$ cat src/pkg/kars_pkg.sv
/*
 * kars_pkg: constants and carrier types for the keypad autorepeat,
 * sleep and two-wire slave control slice.
 * assumes: a 125 MHz core clock and a debounce tick from outside.
 */
package kars_pkg;
  // ****************************************
  // register map
  // ****************************************
  localparam logic [7:0] REG_FIFO = 8'h00;
  localparam logic [7:0] REG_CONFIG = 8'h01;
  localparam logic [7:0] REG_REPEAT = 8'h05;
  localparam logic [7:0] REG_SLEEP = 8'h06;
  localparam logic [7:0] RST_REPEAT = 8'h00;
  localparam logic [7:0] RST_SLEEP = 8'h07;
  localparam logic [7:0] RST_CONFIG = 8'h8a;
  localparam int CFG_AWAKE_BIT = 7;
  localparam int CFG_AUTOWAKE_BIT = 1;
  localparam int REP_EN_BIT = 7;
  localparam logic [7:0] REPEAT_CODE = 8'h7e;
  localparam logic [3:0] ADDR_HIGH = 4'h7;
  localparam logic [7:0] DELAY_STEP = 8'h08;
  localparam logic [7:0] RATE_STEP = 8'h04;
  // ****************************************
  // timing
  // ****************************************
  localparam int CLK_MHZ = 125;
  localparam int WAKE_MS = 2;
  localparam int WAKE_CYC = WAKE_MS * 1000 * CLK_MHZ;
  localparam int MS_CYC = 1000 * CLK_MHZ;
  localparam int SLEEP_MAX_MS = 8192;
  localparam logic [2:0] SLEEP_CODE_MIN = 3'h6;
  // ****************************************
  // carriers
  // ****************************************
  typedef struct packed {
    logic valid;
    logic [7:0] data;
  } kars_fifo_wr_t;
  typedef enum logic [2:0] {
    BUS_IDLE = 3'b000,
    BUS_ADDR = 3'b001,
    BUS_ACK = 3'b010,
    BUS_RX = 3'b011,
    BUS_TX = 3'b100,
    BUS_MACK = 3'b101
  } kars_bus_t;
endpackage : kars_pkg

$ cat src/core/kars_sync.sv
/*
 * kars_sync: two-flop synchroniser for a group of pin levels.
 * assumes: inputs asynchronous to CLK_I.
 */
`timescale 1ns/10ps
module kars_sync #(
  parameter int W = 1
) (
  input wire logic clk_i,
  input wire logic reset_n_i,
  input wire logic [W-1:0] d_i,
  output logic [W-1:0] q_o
);
  logic [W-1:0] meta;
  always_ff @(posedge clk_i) begin
    if (!reset_n_i) begin
      meta <= '1;
      q_o <= '1;
    end else begin
      meta <= d_i;
      q_o <= meta;
    end
  end
endmodule : kars_sync

$ cat src/core/kars_top.sv
/*
 * kars_top: autorepeat, autosleep/wake and two-wire slave registers.
 * assumes: debounce engine supplies tick, press/release events and a
 * held level on the same clock; FIFO storage sits outside and keeps
 * its data whatever the sleep state.
 */
`timescale 1ns/10ps
module kars_top (
  // clock and reset
  input wire logic CLK_I,
  input wire logic RESET_N_I,
  // two-wire bus
  input wire logic SCL_I,
  input wire logic SDA_I,
  output logic SDA_O,
  output logic SDA_OE_N_O,
  // address strap, 0 gnd 1 vcc 2 sda 3 scl
  input wire logic [1:0] ADDRESS_STRAP_PIN_I,
  // debounce engine
  input wire logic DEB_TICK_I,
  input wire logic KEY_EVENT_I,
  input wire logic KEY_RELEASE_I,
  input wire logic KEY_HELD_I,
  // fifo
  output kars_pkg::kars_fifo_wr_t FIFO_WR_O,
  input wire logic [7:0] FIFO_RD_DATA_I,
  output logic FIFO_RD_O,
  // sleep control
  output logic SLEEP_O,
  output logic WAKE_READY_O
);
  // ****************************************
  // pin synchronisers
  // ****************************************
  logic scl;
  logic sda;
  logic scl_d;
  logic sda_d;
  kars_sync #(.W(2)) u_sync (
    .clk_i(CLK_I),
    .reset_n_i(RESET_N_I),
    .d_i({SCL_I, SDA_I}),
    .q_o({scl, sda})
  );
  // strap may follow sda or scl, so it is a pin like them
  logic [1:0] strap;
  kars_sync #(.W(2)) u_strap_sync (
    .clk_i(CLK_I),
    .reset_n_i(RESET_N_I),
    .d_i(ADDRESS_STRAP_PIN_I),
    .q_o(strap)
  );
  always_ff @(posedge CLK_I) begin
    if (!RESET_N_I) begin
      scl_d <= 1'b1;
      sda_d <= 1'b1;
    end else begin
      scl_d <= scl;
      sda_d <= sda;
    end
  end
  logic start_det;
  logic stop_det;
  logic scl_rise;
  logic scl_fall;
  assign start_det = scl && scl_d && sda_d && !sda;
  assign stop_det = scl && scl_d && !sda_d && sda;
  assign scl_rise = scl && !scl_d;
  assign scl_fall = !scl && scl_d;

  // ****************************************
  // registers
  // ****************************************
  logic [7:0] repeat_ctl;
  logic [7:0] sleep_ctl;
  logic [7:0] config_reg;
  logic [7:0] pointer;
  logic wr_stb;
  logic [7:0] wr_data;
  logic ptr_load;
  logic ptr_adv;
  logic [7:0] my_addr;
  logic [7:0] rd_data;
  logic asleep;
  // strap picks a3..a2, a1 is always zero, a0 is the direction slot
  assign my_addr = {kars_pkg::ADDR_HIGH, strap,
                    1'b0, 1'b0};
  always_ff @(posedge CLK_I) begin
    if (!RESET_N_I) begin
      repeat_ctl <= kars_pkg::RST_REPEAT;
      sleep_ctl <= kars_pkg::RST_SLEEP;
      config_reg <= kars_pkg::RST_CONFIG;
    end else if (wr_stb) begin
      case (pointer)
        kars_pkg::REG_REPEAT: repeat_ctl <= wr_data;
        kars_pkg::REG_SLEEP: sleep_ctl <= wr_data;
        kars_pkg::REG_CONFIG: config_reg <= wr_data;
        default: ;
      endcase
    end
  end
  always_ff @(posedge CLK_I) begin
    if (!RESET_N_I) begin
      pointer <= kars_pkg::REG_FIFO;
    end else if (ptr_load) begin
      pointer <= wr_data;
    end else if (ptr_adv) begin
      if (pointer == kars_pkg::REG_SLEEP) begin
        pointer <= kars_pkg::REG_FIFO;
      end else if (pointer != kars_pkg::REG_FIFO) begin
        pointer <= pointer + 8'h01;
      end
    end
  end
  always_comb begin
    case (pointer)
      kars_pkg::REG_FIFO: rd_data = FIFO_RD_DATA_I;
      kars_pkg::REG_CONFIG: rd_data = {!asleep, config_reg[6:0]};
      kars_pkg::REG_REPEAT: rd_data = repeat_ctl;
      kars_pkg::REG_SLEEP: rd_data = sleep_ctl;
      default: rd_data = 8'h00;
    endcase
  end

  // ****************************************
  // two-wire slave
  // ****************************************
  kars_pkg::kars_bus_t state;
  logic [7:0] shreg;
  logic [3:0] bitcnt;
  logic rw;
  logic got_reg;
  // byte completes on the falling clock edge after the eighth rising edge
  always_ff @(posedge CLK_I) begin
    if (!RESET_N_I) begin
      state <= kars_pkg::BUS_IDLE;
      shreg <= 8'h00;
      bitcnt <= 4'h0;
      rw <= 1'b0;
      got_reg <= 1'b0;
      SDA_O <= 1'b1;
      SDA_OE_N_O <= 1'b1;
      wr_stb <= 1'b0;
      wr_data <= 8'h00;
      ptr_load <= 1'b0;
      ptr_adv <= 1'b0;
      FIFO_RD_O <= 1'b0;
    end else begin
      wr_stb <= 1'b0;
      ptr_load <= 1'b0;
      ptr_adv <= 1'b0;
      FIFO_RD_O <= 1'b0;
      if (start_det) begin
        state <= kars_pkg::BUS_ADDR;
        bitcnt <= 4'h0;
        got_reg <= 1'b0;
        SDA_OE_N_O <= 1'b1;
      end else if (stop_det) begin
        state <= kars_pkg::BUS_IDLE;
        SDA_OE_N_O <= 1'b1;
      end else begin
        case (state)
          kars_pkg::BUS_IDLE: SDA_OE_N_O <= 1'b1;
          kars_pkg::BUS_ADDR, kars_pkg::BUS_RX: begin
            if (scl_rise) begin
              shreg <= {shreg[6:0], sda};
              bitcnt <= bitcnt + 4'h1;
            end else if (scl_fall && bitcnt == 4'h8) begin
              bitcnt <= 4'h0;
              if (state == kars_pkg::BUS_ADDR) begin
                if (shreg[7:1] == my_addr[7:1]) begin
                  rw <= shreg[0];
                  state <= kars_pkg::BUS_ACK;
                  SDA_O <= 1'b0;
                  SDA_OE_N_O <= 1'b0;
                end else begin
                  state <= kars_pkg::BUS_IDLE;
                end
              end else begin
                state <= kars_pkg::BUS_ACK;
                SDA_O <= 1'b0;
                SDA_OE_N_O <= 1'b0;
                wr_data <= shreg;
                got_reg <= 1'b1;
                ptr_load <= !got_reg;
                wr_stb <= got_reg;
                ptr_adv <= got_reg;
              end
            end
          end
          kars_pkg::BUS_ACK: begin
            if (scl_fall) begin
              if (rw) begin
                state <= kars_pkg::BUS_TX;
                shreg <= {rd_data[6:0], 1'b0};
                bitcnt <= 4'h1;
                SDA_O <= 1'b0;
                SDA_OE_N_O <= rd_data[7];
                FIFO_RD_O <= (pointer == kars_pkg::REG_FIFO);
                ptr_adv <= 1'b1;
              end else begin
                state <= kars_pkg::BUS_RX;
                SDA_OE_N_O <= 1'b1;
              end
            end
          end
          kars_pkg::BUS_TX: begin
            if (scl_fall) begin
              if (bitcnt == 4'h8) begin
                state <= kars_pkg::BUS_MACK;
                SDA_OE_N_O <= 1'b1;
              end else begin
                SDA_OE_N_O <= shreg[7];
                shreg <= {shreg[6:0], 1'b0};
                bitcnt <= bitcnt + 4'h1;
              end
            end
          end
          kars_pkg::BUS_MACK: begin
            if (scl_rise) begin
              // master nack ends the read
              state <= sda ? kars_pkg::BUS_IDLE : kars_pkg::BUS_ACK;
            end
          end
          default: state <= kars_pkg::BUS_IDLE;
        endcase
      end
    end
  end

  // ****************************************
  // autorepeat
  // ****************************************
  logic [7:0] rep_cnt;
  logic rep_first;
  logic [7:0] rep_limit;
  assign rep_limit = rep_first
    ? 8'((repeat_ctl[3:0] + 8'h01) * kars_pkg::DELAY_STEP)
    : 8'((repeat_ctl[6:4] + 8'h01) * kars_pkg::RATE_STEP);
  always_ff @(posedge CLK_I) begin
    if (!RESET_N_I) begin
      rep_cnt <= 8'h00;
      rep_first <= 1'b1;
      FIFO_WR_O <= '0;
    end else begin
      FIFO_WR_O.valid <= 1'b0;
      if (KEY_EVENT_I || KEY_RELEASE_I || asleep
          || !repeat_ctl[kars_pkg::REP_EN_BIT] || !KEY_HELD_I) begin
        rep_cnt <= 8'h00;
        rep_first <= 1'b1;
      end else if (DEB_TICK_I) begin
        if (rep_cnt + 8'h01 >= rep_limit) begin
          rep_cnt <= 8'h00;
          rep_first <= 1'b0;
          FIFO_WR_O.valid <= 1'b1;
          FIFO_WR_O.data <= kars_pkg::REPEAT_CODE;
        end else begin
          rep_cnt <= rep_cnt + 8'h01;
        end
      end
    end
  end

  // ****************************************
  // sleep and wake
  // ****************************************
  logic [13:0] ms_left;
  logic [16:0] ms_pre;
  logic [17:0] wake_cnt;
  logic [13:0] timeout_ms;
  logic [2:0] code;
  assign code = (sleep_ctl[2:0] > kars_pkg::SLEEP_CODE_MIN)
    ? kars_pkg::SLEEP_CODE_MIN : sleep_ctl[2:0];
  assign timeout_ms = 14'(kars_pkg::SLEEP_MAX_MS >> (code - 3'h1));
  assign asleep = SLEEP_O;
  always_ff @(posedge CLK_I) begin
    if (!RESET_N_I) begin
      SLEEP_O <= 1'b0;
      ms_left <= 14'h0;
      ms_pre <= 17'h0;
    end else if (wr_stb && pointer == kars_pkg::REG_CONFIG) begin
      SLEEP_O <= !wr_data[kars_pkg::CFG_AWAKE_BIT];
      ms_left <= timeout_ms;
      ms_pre <= 17'h0;
    end else if (SLEEP_O) begin
      // fifo storage is never touched here
      if (KEY_HELD_I && config_reg[kars_pkg::CFG_AUTOWAKE_BIT]) begin
        SLEEP_O <= 1'b0;
        ms_left <= timeout_ms;
      end
    end else if (KEY_HELD_I || KEY_EVENT_I || sleep_ctl[2:0] == 3'h0) begin
      ms_left <= timeout_ms;
      ms_pre <= 17'h0;
    end else if (ms_pre == 17'(kars_pkg::MS_CYC - 1)) begin
      ms_pre <= 17'h0;
      if (ms_left <= 14'h1) begin
        SLEEP_O <= 1'b1;
      end else begin
        ms_left <= ms_left - 14'h1;
      end
    end else begin
      ms_pre <= ms_pre + 17'h1;
    end
  end
  // debounce engine holds off until start-up elapses
  always_ff @(posedge CLK_I) begin
    if (!RESET_N_I) begin
      wake_cnt <= 18'h0;
      WAKE_READY_O <= 1'b1;
    end else if (SLEEP_O) begin
      wake_cnt <= 18'h0;
      WAKE_READY_O <= 1'b0;
    end else if (!WAKE_READY_O) begin
      if (wake_cnt == 18'(kars_pkg::WAKE_CYC - 1)) begin
        WAKE_READY_O <= 1'b1;
      end else begin
        wake_cnt <= wake_cnt + 18'h1;
      end
    end
  end
endmodule : kars_top

$ cat config.mk
export PLATFORM = sky130hd
export DESIGN_NAME = kars_top
export DESIGN_NICKNAME = d
export VERILOG_FILES = /design/src/pkg/kars_pkg.sv /design/src/core/kars_sync.sv /design/src/core/kars_top.sv
export SDC_FILE = /design/constraint.sdc
export NUM_CORES = 1
export LEC_CHECK = 0
export BUFFER_PORTS_ARGS = -buffer_cell sky130_fd_sc_hd__buf_4
export CAP_MARGIN = 20
export CORE_MARGIN = 3
export CORE_UTILIZATION = 50
export CTS_BUF_LIST = sky130_fd_sc_hd__clkbuf_16
export DETAILED_ROUTE_END_ITERATION = 8
export PLACE_DENSITY = 0.67
export SYNTH_ARGS = -nofsm -noshare
export SYNTH_HDL_FRONTEND = slang
export SYNTH_SLANG_ARGS = --single-unit
$ cat constraint.sdc
create_clock -name CLK_I -period 2.89 [get_ports CLK_I]
set_input_delay 0.1445 -clock CLK_I [delete_from_list [all_inputs] [get_ports CLK_I]]
set_output_delay 0.1445 -clock CLK_I [all_outputs]
set_load 0.05 [all_outputs]
==> results of run 1 <==
==> kinds of logic after synthesis <==
| family | count (synthesis) |
|---|---|
| AND/OR/NAND/NOR | 366 |
| AO/OA/AOI/OAI | 163 |
| flip-flops | 134 |
| buffers and inverters | 62 |
| XOR/XNOR | 48 |
| multiplexers | 28 |
| adder cells (fa/ha/maj) | 20 |
| other | 1 |
==> layout by cell type (no fill, tap or decap), drive strengths merged, types with 5 or more instances in the layout <==
cell | Yosys | routed
a21oi | 56 | 56
a22oi | 16 | 16
a31oi | 7 | 7
and3 | 5 | 5
buf | 11 | 46
clkbuf | 36 | 17
clkinv | 0 | 9
dfxtp | 134 | 134
ha | 20 | 20
inv | 15 | 15
mux2i | 27 | 27
nand2 | 80 | 80
nand2b | 24 | 24
nand3 | 48 | 48
nand3b | 6 | 6
nand4 | 16 | 16
nand4b | 9 | 9
nor2 | 95 | 95
nor2b | 11 | 11
nor3 | 25 | 25
nor4 | 10 | 10
o21ai | 33 | 33
o22ai | 8 | 8
or3 | 7 | 7
or4 | 7 | 7
xnor2 | 22 | 22
xor2 | 26 | 26
==> stage by stage <==
| stage | power (W) | cell area, sq um |
|---|---|---|
| after floorplan | 0.00206 | 6840 |
| after global placement | 0.00212 | 7190 |
| after detailed placement | 0.00212 | 7190 |
| after CTS | 0.00427 | 7820 |
| after global routing | 0.00437 | 7820 |
| final | 0.00423 | 7820 |
==> metal layers <==
metal | share of wire [%] | global-route usage [%]
met1 | 45 | 31.0
met2 | 46 | 36.1
met3 | 5.7 | 5.35
met4 | 2.9 | 10.0
met5 | 0 | 0
==> what timing repair did <==
action,in CTS,in global routing
hold buffers,4,0
hold endpoints to repair,4,0
resized for setup,0,0
==> power by group <==
part           internal, W  switching [W]  total (W)
registers          0.00187      0.0000214    0.00189
clock network      0.00134       0.000801    0.00214
logic            0.0000769       0.000121   0.000198
total              0.00329       0.000944    0.00423
==> worst reg2reg max path, delay by kind of cell, from the launching register on <==
kind	cells	cell delay, ps
AOI/OAI and AO/OA	4	890
adders and majority gates	1	230
DFF	1	420
and+or+nand+nor	2	1010
==> final timing paths <==
check / startpoint / cells past startpoint / end
hold reg to reg: u_strap_sync.meta[1]$_SDFF_PN1_ / 1 / u_strap_sync.q_o[1]$_SDFF_PN1_
hold / removal: RESET_N_I / 2 / SDA_O$_SDFFE_PN1P_
setup reg to reg: pointer[0]$_SDFFE_PN0P_ / 7 / ms_left[7]$_SDFFE_PN0P_
setup / recovery: pointer[0]$_SDFFE_PN0P_ / 7 / ms_left[7]$_SDFFE_PN0P_
==> area by class of cell <==
class | count | area, sq um | share of cell area [%]
clock buffer | 17 | 425 | 5.44
sequential | 134 | 2680 | 34.3
inverter | 15 | 56.3 | 0.720
timing repair buffer | 50 | 385 | 4.93
clock inverter | 15 | 163 | 2.08
multi-input combinational | 627 | 3880 | 49.7
tap | 176 | 220 | 2.82
==> metrics.yaml, run 1 <==
grt:
  globalRouteOverflowTotal: 0
  first_global_vias: 5688
  grt_max_degree: 47
  grt_pass1_wl_microns: 28000
  grtUsageTotal_pct: 23.2
  antenna_found_initial: 0
worst_setup_path:
  max_stage_delay_ps: 580
  crit_type: "reg2reg"
  end_kind: "flip-flop"
  path_cells: "ha_1 > or4bb_1 > o211ai_2 > o21a_2 > a31oi_4 > or3_1 > a211oi_2"
  crit_path_top_delay_cell: "or4bb_1"
  path_buf_inv: 0
  r2r_setup_slack_ps: 260
  cp_max_fo: 19
  critPathArrivalTime_ps: 2960
  crit_family: "simple AND/OR/NAND/NOR gates"
  start_kind: "flip-flop"
  cp.required_ps: 3220
routing:
  drc: 0
  drt_iter0_drc: 537
  vias_per_cell: 5.82
  num_vias: 6021
  wl_per_cell_microns: 16.1
  ant_nets: 0
  drtPass1Iterations: 6
  routed_wl_microns: 16700
timing:
  holdWs_ps: 38.3
  relSlewSlack_pct: 41.7
  skew_ps: 5.93
  setup_viol: 0
  tns_ps: 0
  drv_slew: 0
  tightest_slew_ps: 874
  worst_slack_ps: 265
  hold_viol: 0
  rsz0062_at_grt: "false"
  fmax_mhz: 381
  period_share_pct: 90.8
  min_period_ps: 2630
power_and_ir_drop:
  power.leakage_nw: 2.82
  vdd_drop_max_uv: 326
  power_density_nw_per_um2: 541
die:
  core_area_sq_um: 13300
  core.rowCount: 42
  io_pins: 32
  fp.dieArea_sq_um: 15100
  initial_core_util_pct: 51.4
  die_w_microns: 123
  die_y_microns: 123
place:
  hpwl_microns: 11500
  io_buffers: 29
  pre_cts_ws_ps: 322
  placedCellCount: 998
  gp_congestion: 0.891
finish:
  reg.largest.list: "wake_cnt (18), ms_pre (17), ms_left (14)"
  fillers: 1181
  syn2layout_area_growth_pct: 14.4
  largest_reg_flops: 18
  num_antenna_cells: 0
  nNetsFinal: 883
  largest_register: "wake_cnt"
  fin_cells: 1034
  final_core_util_pct: 58.8
  layout-drive-gt1-share_pct: 11.2
clock_network:
  clk_pin_slew_worst_paths_ps: 60
  post_cts_buffers: 0
  htree_levels: 4
  clockBufferDepth: 2
  cts_buffers: 17
  clock_latency_ps: 420
  cts_root_buf: "clkbuf_16"
  cts.sinks: 134
  tritoncts: "built"
synth:
  synthTopCellsByArea: "dfxtp_1 39%, nor2_1 5.1%, nand2_1 4.4%"
  synth.most_common_cell: "dfxtp_1"
  synth_top_area_share_pct: 39.3
  yosysTopAreaCell: "dfxtp_1"
  netlist_area_sq_um: 6830
  synth_adder_area_share_pct: 3.66
  synth-simple-area-share_pct: 27.5
  ys_seq_elements: 134
  yosysUniqueCellTypes: 72
  synthXorXnorAreaFrac_pct: 6.15
  netlist_top_cells_count: "134 x dfxtp_1, 93 x nor2_1, 80 x nand2_1, 56 x a21oi_1, 48 x nand3_1"
  synth-main-ff-cell: "dfxtp_1"
  synth_compound_area_share_pct: 15.3
  synth_async_sr_flop_share_pct: 0
  syn_avg_cell_area_sq_um: 8.31
  synth_edf_count: 0
  synth_top_family_by_area: "simple AND/OR/NAND/NOR gates"
  synth_cells: 822
  yosysSeqAreaShare_pct: 39.3
  synth_mux_area_share_pct: 4.12
  yosysWarnings: 0
status:
  status: "finished clean"
flow_run:
  drv_cap: 0
min_path:
  hp-class: "in2reg"
(Power assumes the default switching activity.)
==> run 2, diff against run 1 <==
- ABC_AREA: not set -> 1
==> run 2 against run 1 <==
Compared with the run above:
- global-route usage is essentially flat
- sequential share of layout area shrank 3.3 points
- power grew 17%
- synthesized cell count grew 40%
- register-to-register slack gained 230 ps
- worst hold slack gained 7.7 ps
- critical path type unchanged
==> metrics.yaml, run 2 <==
status:
  status: "finished clean"
finish:
  final_cell_mix: "313 x nand2_1, 172 x nor2_1, 134 x dfxtp_1"
  layout-drive-gt1-share_pct: 11.3  # +0.12 points
  largest_register: "wake_cnt"
  reg.largest.list: "wake_cnt (18), ms_pre (17), ms_left (14)"
  syn2layout_area_growth_pct: 12.3
  final_common_cell: "nand2_1"
  num_antenna_cells: 0  # unchanged
  largest_reg_flops: 18  # unchanged
  nNetsFinal: 1219  # +38%
  final_area_sq_um: 8640  # +11%
timing:
  tns_ps: 0  # unchanged
  setup_viol: 0  # unchanged
  drv_slew: 0  # unchanged
  tightest_slew_ps: 614  # -260 ps
  hold_viol: 0  # unchanged
  skew_ps: 8.27  # +2.33 ps
  fmax_mhz: 417  # +9.5%
  rsz0062_at_grt: "false"
  min_period_ps: 2400  # -228 ps
  relSlewSlack_pct: 58.8  # +17 points
  period_share_pct: 83.0  # -7.9 points
routing:
  drtPass1Iterations: 6  # unchanged
  num_vias: 7134  # +18%
  ant_nets: 0  # unchanged
  drt_iter0_drc: 466  # -13%
  drc: 0  # unchanged
  vias_per_cell: 5.18  # -11%
  wl_per_cell_microns: 13.5  # -16%
  routed_wl_microns: 18600  # +12%
worst_setup_path:
  crit_family: "simple AND/OR/NAND/NOR gates"
  cp.required_ps: 3230  # about the same
  cp_max_fo: 7  # -12
  path_buf_inv: 0  # unchanged
  critPathArrivalTime_ps: 2740  # -220 ps
  path_cells: "ha_1 > nand3_1 > nor3_1 > xor2_1 > ha_1 > nand2_1 > nor2_1 > nor2_1 > nand3_1 > or2_2 > a21oi_1"
  start_kind: "flip-flop"
  end_kind: "flip-flop"
  crit_path_top_delay_cell: "dfxtp_1"
  max_stage_delay_ps: 380  # -200 ps
  crit_type: "reg2reg"
clock_network:
  clock_latency_ps: 420  # about the same
  clk_pin_slew_worst_paths_ps: 50  # about the same
  cts_root_buf: "clkbuf_16"
  cts_resized: 0  # unchanged
  cts_buffers: 17  # unchanged
  htree_levels: 4  # unchanged
  cts.sinks: 134  # unchanged
  tritoncts: "built"
  clockBufferDepth: 2  # unchanged
synth:
  synth.most_common_cell: "nand2_1"
  synth_cells: 1153  # +40%
  synth_edf_count: 0  # unchanged
  synthXorXnorAreaFrac_pct: 3.41  # -2.7 points
  synth_mux_area_share_pct: 0.130  # -4.0 points
  netlist_area_sq_um: 7700  # +13%
  synth_adder_area_share_pct: 3.25  # -0.41 points
  yosysTopAreaCell: "dfxtp_1"
  synth_async_sr_flop_share_pct: 0  # unchanged
  synthTopCellsByArea: "dfxtp_1 35%, nand2_1 15%, nor2_1 8.4%"
  synth_top_family_by_area: "simple AND/OR/NAND/NOR gates"
  yosysUniqueCellTypes: 49  # -32%
  yosysSeqAreaShare_pct: 34.9  # -4.4 points
  ys_seq_elements: 134  # unchanged
  synth_compound_area_share_pct: 11.3  # -4.0 points
  synth_top_area_share_pct: 34.9  # -4.4 points
  netlist_top_cells_count: "313 x nand2_1, 172 x nor2_1, 134 x dfxtp_1, 100 x inv_1, 76 x a21oi_1"
  synth-main-ff-cell: "dfxtp_1"
  synth-simple-area-share_pct: 38.7  # +11 points
  syn_avg_cell_area_sq_um: 6.68  # -20%
  yosysWarnings: 0  # unchanged
grt:
  grtUsageTotal_pct: 23.2  # about the same
  grtUsageMet1_pct: 31.6  # +0.58 points
  grt-busiest-layer: "met2"
  grt_max_degree: 54  # +15%
  first_global_vias: 6643  # +17%
  grtUsageMet2_pct: 37.3  # +1.2 points
  antenna_found_initial: 0  # unchanged
  use_met3_pct: 4.83  # -0.52 points
  globalRouteOverflowTotal: 0  # unchanged
  grt_pass1_wl_microns: 31800  # +13%
die:
  initial_core_util_pct: 52.0  # +0.58 points
  die_w_microns: 130  # +5.8%
  core.rowCount: 44  # +4.8%
  fp.dieArea_sq_um: 16900  # +12%
  core_area_sq_um: 14800  # +11%
  io_pins: 32  # unchanged
  die_y_microns: 130  # +5.8%
power_and_ir_drop:
  vdd_drop_max_uv: 420  # +29%
  power_density_nw_per_um2: 574  # +6.1%
  totalPowerFinal_w: 0.00496  # +17%
  power.leakage_nw: 3.65  # +29%
place:
  place_area_sq_um: 7980  # +11%
  io_buffers: 29  # unchanged
  gp_congestion: 0.877  # -1.6%
  hpwl_microns: 13300  # +15%
flow_run:
  drv_cap: 0  # unchanged
min_path:
  hp-class: "in2reg"
-- run 2: changes by cell type in the layout (fill, tap and decap cells not counted), sizes merged, moves of 25 or more --
cell and change:
nor2 +91, inv +95, o21ai +30, mux2i -26
a21oi +26, nand2 +252, nand3 +25
-- run 2: logic make-up after synthesis --
kind of cell               count (synthesis)
DFF                                      134
buffers and inverters                    144
xor gates and xnor gates                  30
muxes                                      1
and+or+nand+nor                          662
adders and majority gates                 20
AOI/OAI and AO/OA                        161
other                                      1
-- run 2: cell type report --
cell class              instances  area, sq um
clock inverters                15          188
repair buffers                 41          318
fillers                      1439         6160
well taps                     184          230
multi-input cells             876         4380
clock buffers                  17          425
inverters                     111          419
flip-flops and latches        134         2680
-- run 2: repair_timing --
item / 4_1_cts / 5_1_grt
hold buffers: 4 / 0
buffers inserted: 0 / 0
endpoints found under the hold margin: 4 / 0
-- run 2: layer usage --
layer / wire (microns) / up-vias
met5: 0 / -
met4: 288 / 0
met3: 839 / 24
met2: 8700 / 172
met1: 8770 / 3179
li1: - / 3759
-- run 2: path summary, 6_finish.rpt --
path | start | to | slack, ps | depth (start not counted)
min reg2reg | u_sync.meta[1]$_SDFF_PN1_ | u_sync.q_o[1]$_SDFF_PN1_ | 410 | 1
max reg2reg | rep_cnt[0]$_SDFFE_PP0P_ | rep_cnt[1]$_SDFFE_PP0P_ | 490 | 11
max | rep_cnt[0]$_SDFFE_PP0P_ | rep_cnt[1]$_SDFFE_PP0P_ | 490 | 11
min | DEB_TICK_I | rep_cnt[2]$_SDFFE_PP0P_ | 50 | 3
-- run 2: report_power, final --
part / leakage (nW) / internal (W) / switching [W]
Sequential: 1.09 / 0.00191 / 0.0000592
Combinational: 2.27 / 0.000240 / 0.000487
Clock: 0.297 / 0.00143 / 0.000835
Total: 3.65 / 0.00358 / 0.00138
-- run 2: worst min-delay path, stage by stage --
cell     delay (ps)
buf_4           150
nand2_1          70
a21oi_1          50
-- run 2: stage by stage --
stage          hold WS, ps  util, %  worst slack, ps  cells
6_report              46.0     58.4              492   1378
5_1_grt               45.2     58.4              281   1378
4_1_cts               32.7     58.3              505   1377
3_5_place_dp           335     53.9              554   1341
3_3_place_gp           332     53.9              552   1341
2_1_floorplan          251        -              797   1154
==> run 3, diff against run 2 <==
- clock period: 2.89 -> 2.5 ns (I/O delays scaled with it)
==> run 3 against run 2 <==
Compared with the run above:
- global-route usage fell by 0.65 points
- highest routed layer unchanged
- cell area fell by 0.23%
- flip-flop and latch count did not move
- worst hold slack got worse by 25 ps
- critical path depth did not move
- largest power group unchanged
- final cell count barely moved
- power rose by 13%
- sequential power rose by 16%
- sequential share of layout area rose by 0.072 points
- largest cell class unchanged
- register-to-register slack got worse by 300 ps
==> metrics.yaml, run 3 (same netlist as run 2, synthesis figures left out) <==
clock_network:
  cts.sinks: 134  # unchanged
  cts_root_buf: "clkbuf_16"
  clk_pin_slew_worst_paths_ps: 50  # about the same
  htree_levels: 4  # unchanged
  cts_buffers: 17  # unchanged
  tritoncts: "built"
  clockBufferDepth: 2  # unchanged
  clock_latency_ps: 430  # about the same
power_and_ir_drop:
  vdd_drop_max_uv: 549  # +31%
  power_density_nw_per_um2: 651  # +13%
  power.leakage_nw: 3.65  # -0.19%
  totalPowerFinal_w: 0.00561  # +13%
finish:
  num_antenna_cells: 0  # unchanged
  largest_reg_flops: 18  # unchanged
  syn2layout_area_growth_pct: 12.0
  fillers: 1435  # -0.28%
  layout-drive-gt1-share_pct: 11.3  # about the same
  nNetsFinal: 1218  # -0.082%
  final_cell_mix: "313 x nand2_1, 172 x nor2_1, 134 x dfxtp_1"
  multiInputGateArea_sq_um: 4390  # +0.23%
  seq_area_sq_um: 2680  # unchanged
  fin_cells: 1377  # -0.073%
  largest_register: "wake_cnt"
  final_common_cell: "nand2_1"
  reg.largest.list: "wake_cnt (18), ms_pre (17), ms_left (14)"
place:
  placedCellCount: 1341  # unchanged
  hpwl_microns: 13000  # -2.0%
  io_buffers: 29  # unchanged
  pre_cts_ws_ps: 121  # -433 ps
  gp_congestion: 0.888  # +1.3%
timing:
  drv_slew: 0  # unchanged
  setup_viol: 0  # unchanged
  hold_viol: 0  # unchanged
  holdWs_ps: 21.4  # -24.6 ps
  tightest_slew_ps: 1030  # +419 ps
  skew_ps: 11.0  # +2.75 ps
  worst_slack_ps: 189  # -303 ps
  period_share_pct: 92.4  # +9.5 points
  relSlewSlack_pct: 31.2  # -28 points
  fmax_mhz: 433  # +3.7%
  min_period_ps: 2310  # -86.6 ps
flow_run:
  drv_cap: 0  # unchanged
worst_setup_path:
  cp.required_ps: 2840  # -390 ps
  crit_type: "reg2reg"
  r2r_end: "rep_cnt[1]$_SDFFE_PP0P_"
  cp_max_fo: 7  # unchanged
  critPathArrivalTime_ps: 2650  # -90 ps
  end_kind: "flip-flop"
  rr_startpoint: "rep_cnt[1]$_SDFFE_PP0P_"
  start_kind: "flip-flop"
  reg2regPathDepth: 11  # unchanged
  r2r_setup_slack_ps: 190  # -300 ps
grt:
  grt_pass1_wl_microns: 30700  # -3.2%
  first_global_vias: 6548  # -1.4%
  globalRouteOverflowTotal: 0  # unchanged
  grt_max_degree: 54  # unchanged
  grtUsageTotal_pct: 22.6  # -0.65 points
  antenna_found_initial: 0  # unchanged
routing:
  ant_nets: 0  # unchanged
  drc: 0  # unchanged
  drtPass1Iterations: 5  # -1
  drt_iter0_drc: 466  # unchanged
  num_vias: 7118  # -0.22%
  wl_per_cell_microns: 13.2  # -2.2%
  routed_wl_microns: 18200  # -2.3%
  vias_per_cell: 5.17  # -0.15%
die:
  core_area_sq_um: 14800  # unchanged
  die_w_microns: 130  # unchanged
  initial_core_util_pct: 52.0  # unchanged
  core.rowCount: 44  # unchanged
  fp.dieArea_sq_um: 16900  # unchanged
  io_pins: 32  # unchanged
  die_y_microns: 130  # unchanged
min_path:
  hold_end: "rep_cnt[2]$_SDFFE_PP0P_"
  hp-class: "in2reg"
  hold_start: "DEB_TICK_I"
  holdPathStages: 3  # unchanged
status:
  status: "finished clean"
run 3: area by class of cell:
class	instances	area share [%]
multi-input cells	876	50.9
flip-flops and latches	134	31.1
clock buffers	17	4.93
inverters	111	4.86
repair buffers	40	3.60
well taps	184	2.67
clock inverters	15	1.91
run 3: metrics by stage:
stage	area, sq um	TNS [ps]	utilization [%]
after floorplan	7700	0	-
after global placement	7980	0	53.9
after global routing	8620	-31.2	58.2
after detailed placement	7980	0	53.9
final	8620	0	58.2
after CTS	8610	0	58.2
run 3: report_power, final:
| part | switching, W | internal (W) |
|---|---|---|
| logic | 0.000557 | 0.000277 |
| clock network | 0.000952 | 0.00155 |
| registers | 0.0000666 | 0.00221 |
| total | 0.00157 | 0.00404 |
run 3: critical path: stages (launching register included):
cell and delay (ps):
dfxtp_1 380, ha_1 210, nand3_1 140, nor3_2 160
xor2_1 200, ha_1 260, nand2_1 90, nor2_1 50
nor2_1 140, nand3_2 170, or2_2 320, a21oi_1 120
run 3: timing repair:
action,CTS,global route
endpoints found under the hold margin,4,0
gates resized for setup,0,2
setup buffers,0,0
hold buffers,4,0
setup endpoints to repair,0,3
run 3: worst max path at each step:
stage	startpoint	end	slack (ps)
2_1_floorplan	rep_cnt[0]$_SDFFE_PP0P_	rep_cnt[1]$_SDFFE_PP0P_	410
3_3_place_gp	rep_cnt[0]$_SDFFE_PP0P_	rep_cnt[1]$_SDFFE_PP0P_	170
3_5_place_dp	rep_cnt[1]$_SDFFE_PP0P_	rep_cnt[1]$_SDFFE_PP0P_	120
4_1_cts	rep_cnt[1]$_SDFFE_PP0P_	rep_cnt[1]$_SDFFE_PP0P_	110
5_1_grt	rep_cnt[1]$_SDFFE_PP0P_	rep_cnt[1]$_SDFFE_PP0P_	-30
6_report	rep_cnt[1]$_SDFFE_PP0P_	rep_cnt[1]$_SDFFE_PP0P_	190
run 3: layer usage:
metal	GRT usage, %	routed length (microns)	part of all wire, %
met3	5.73	863	4.7
met1	29.6	8630	47
met5	0	0	0
met4	7.27	401	2.2
met2	36.5	8280	46
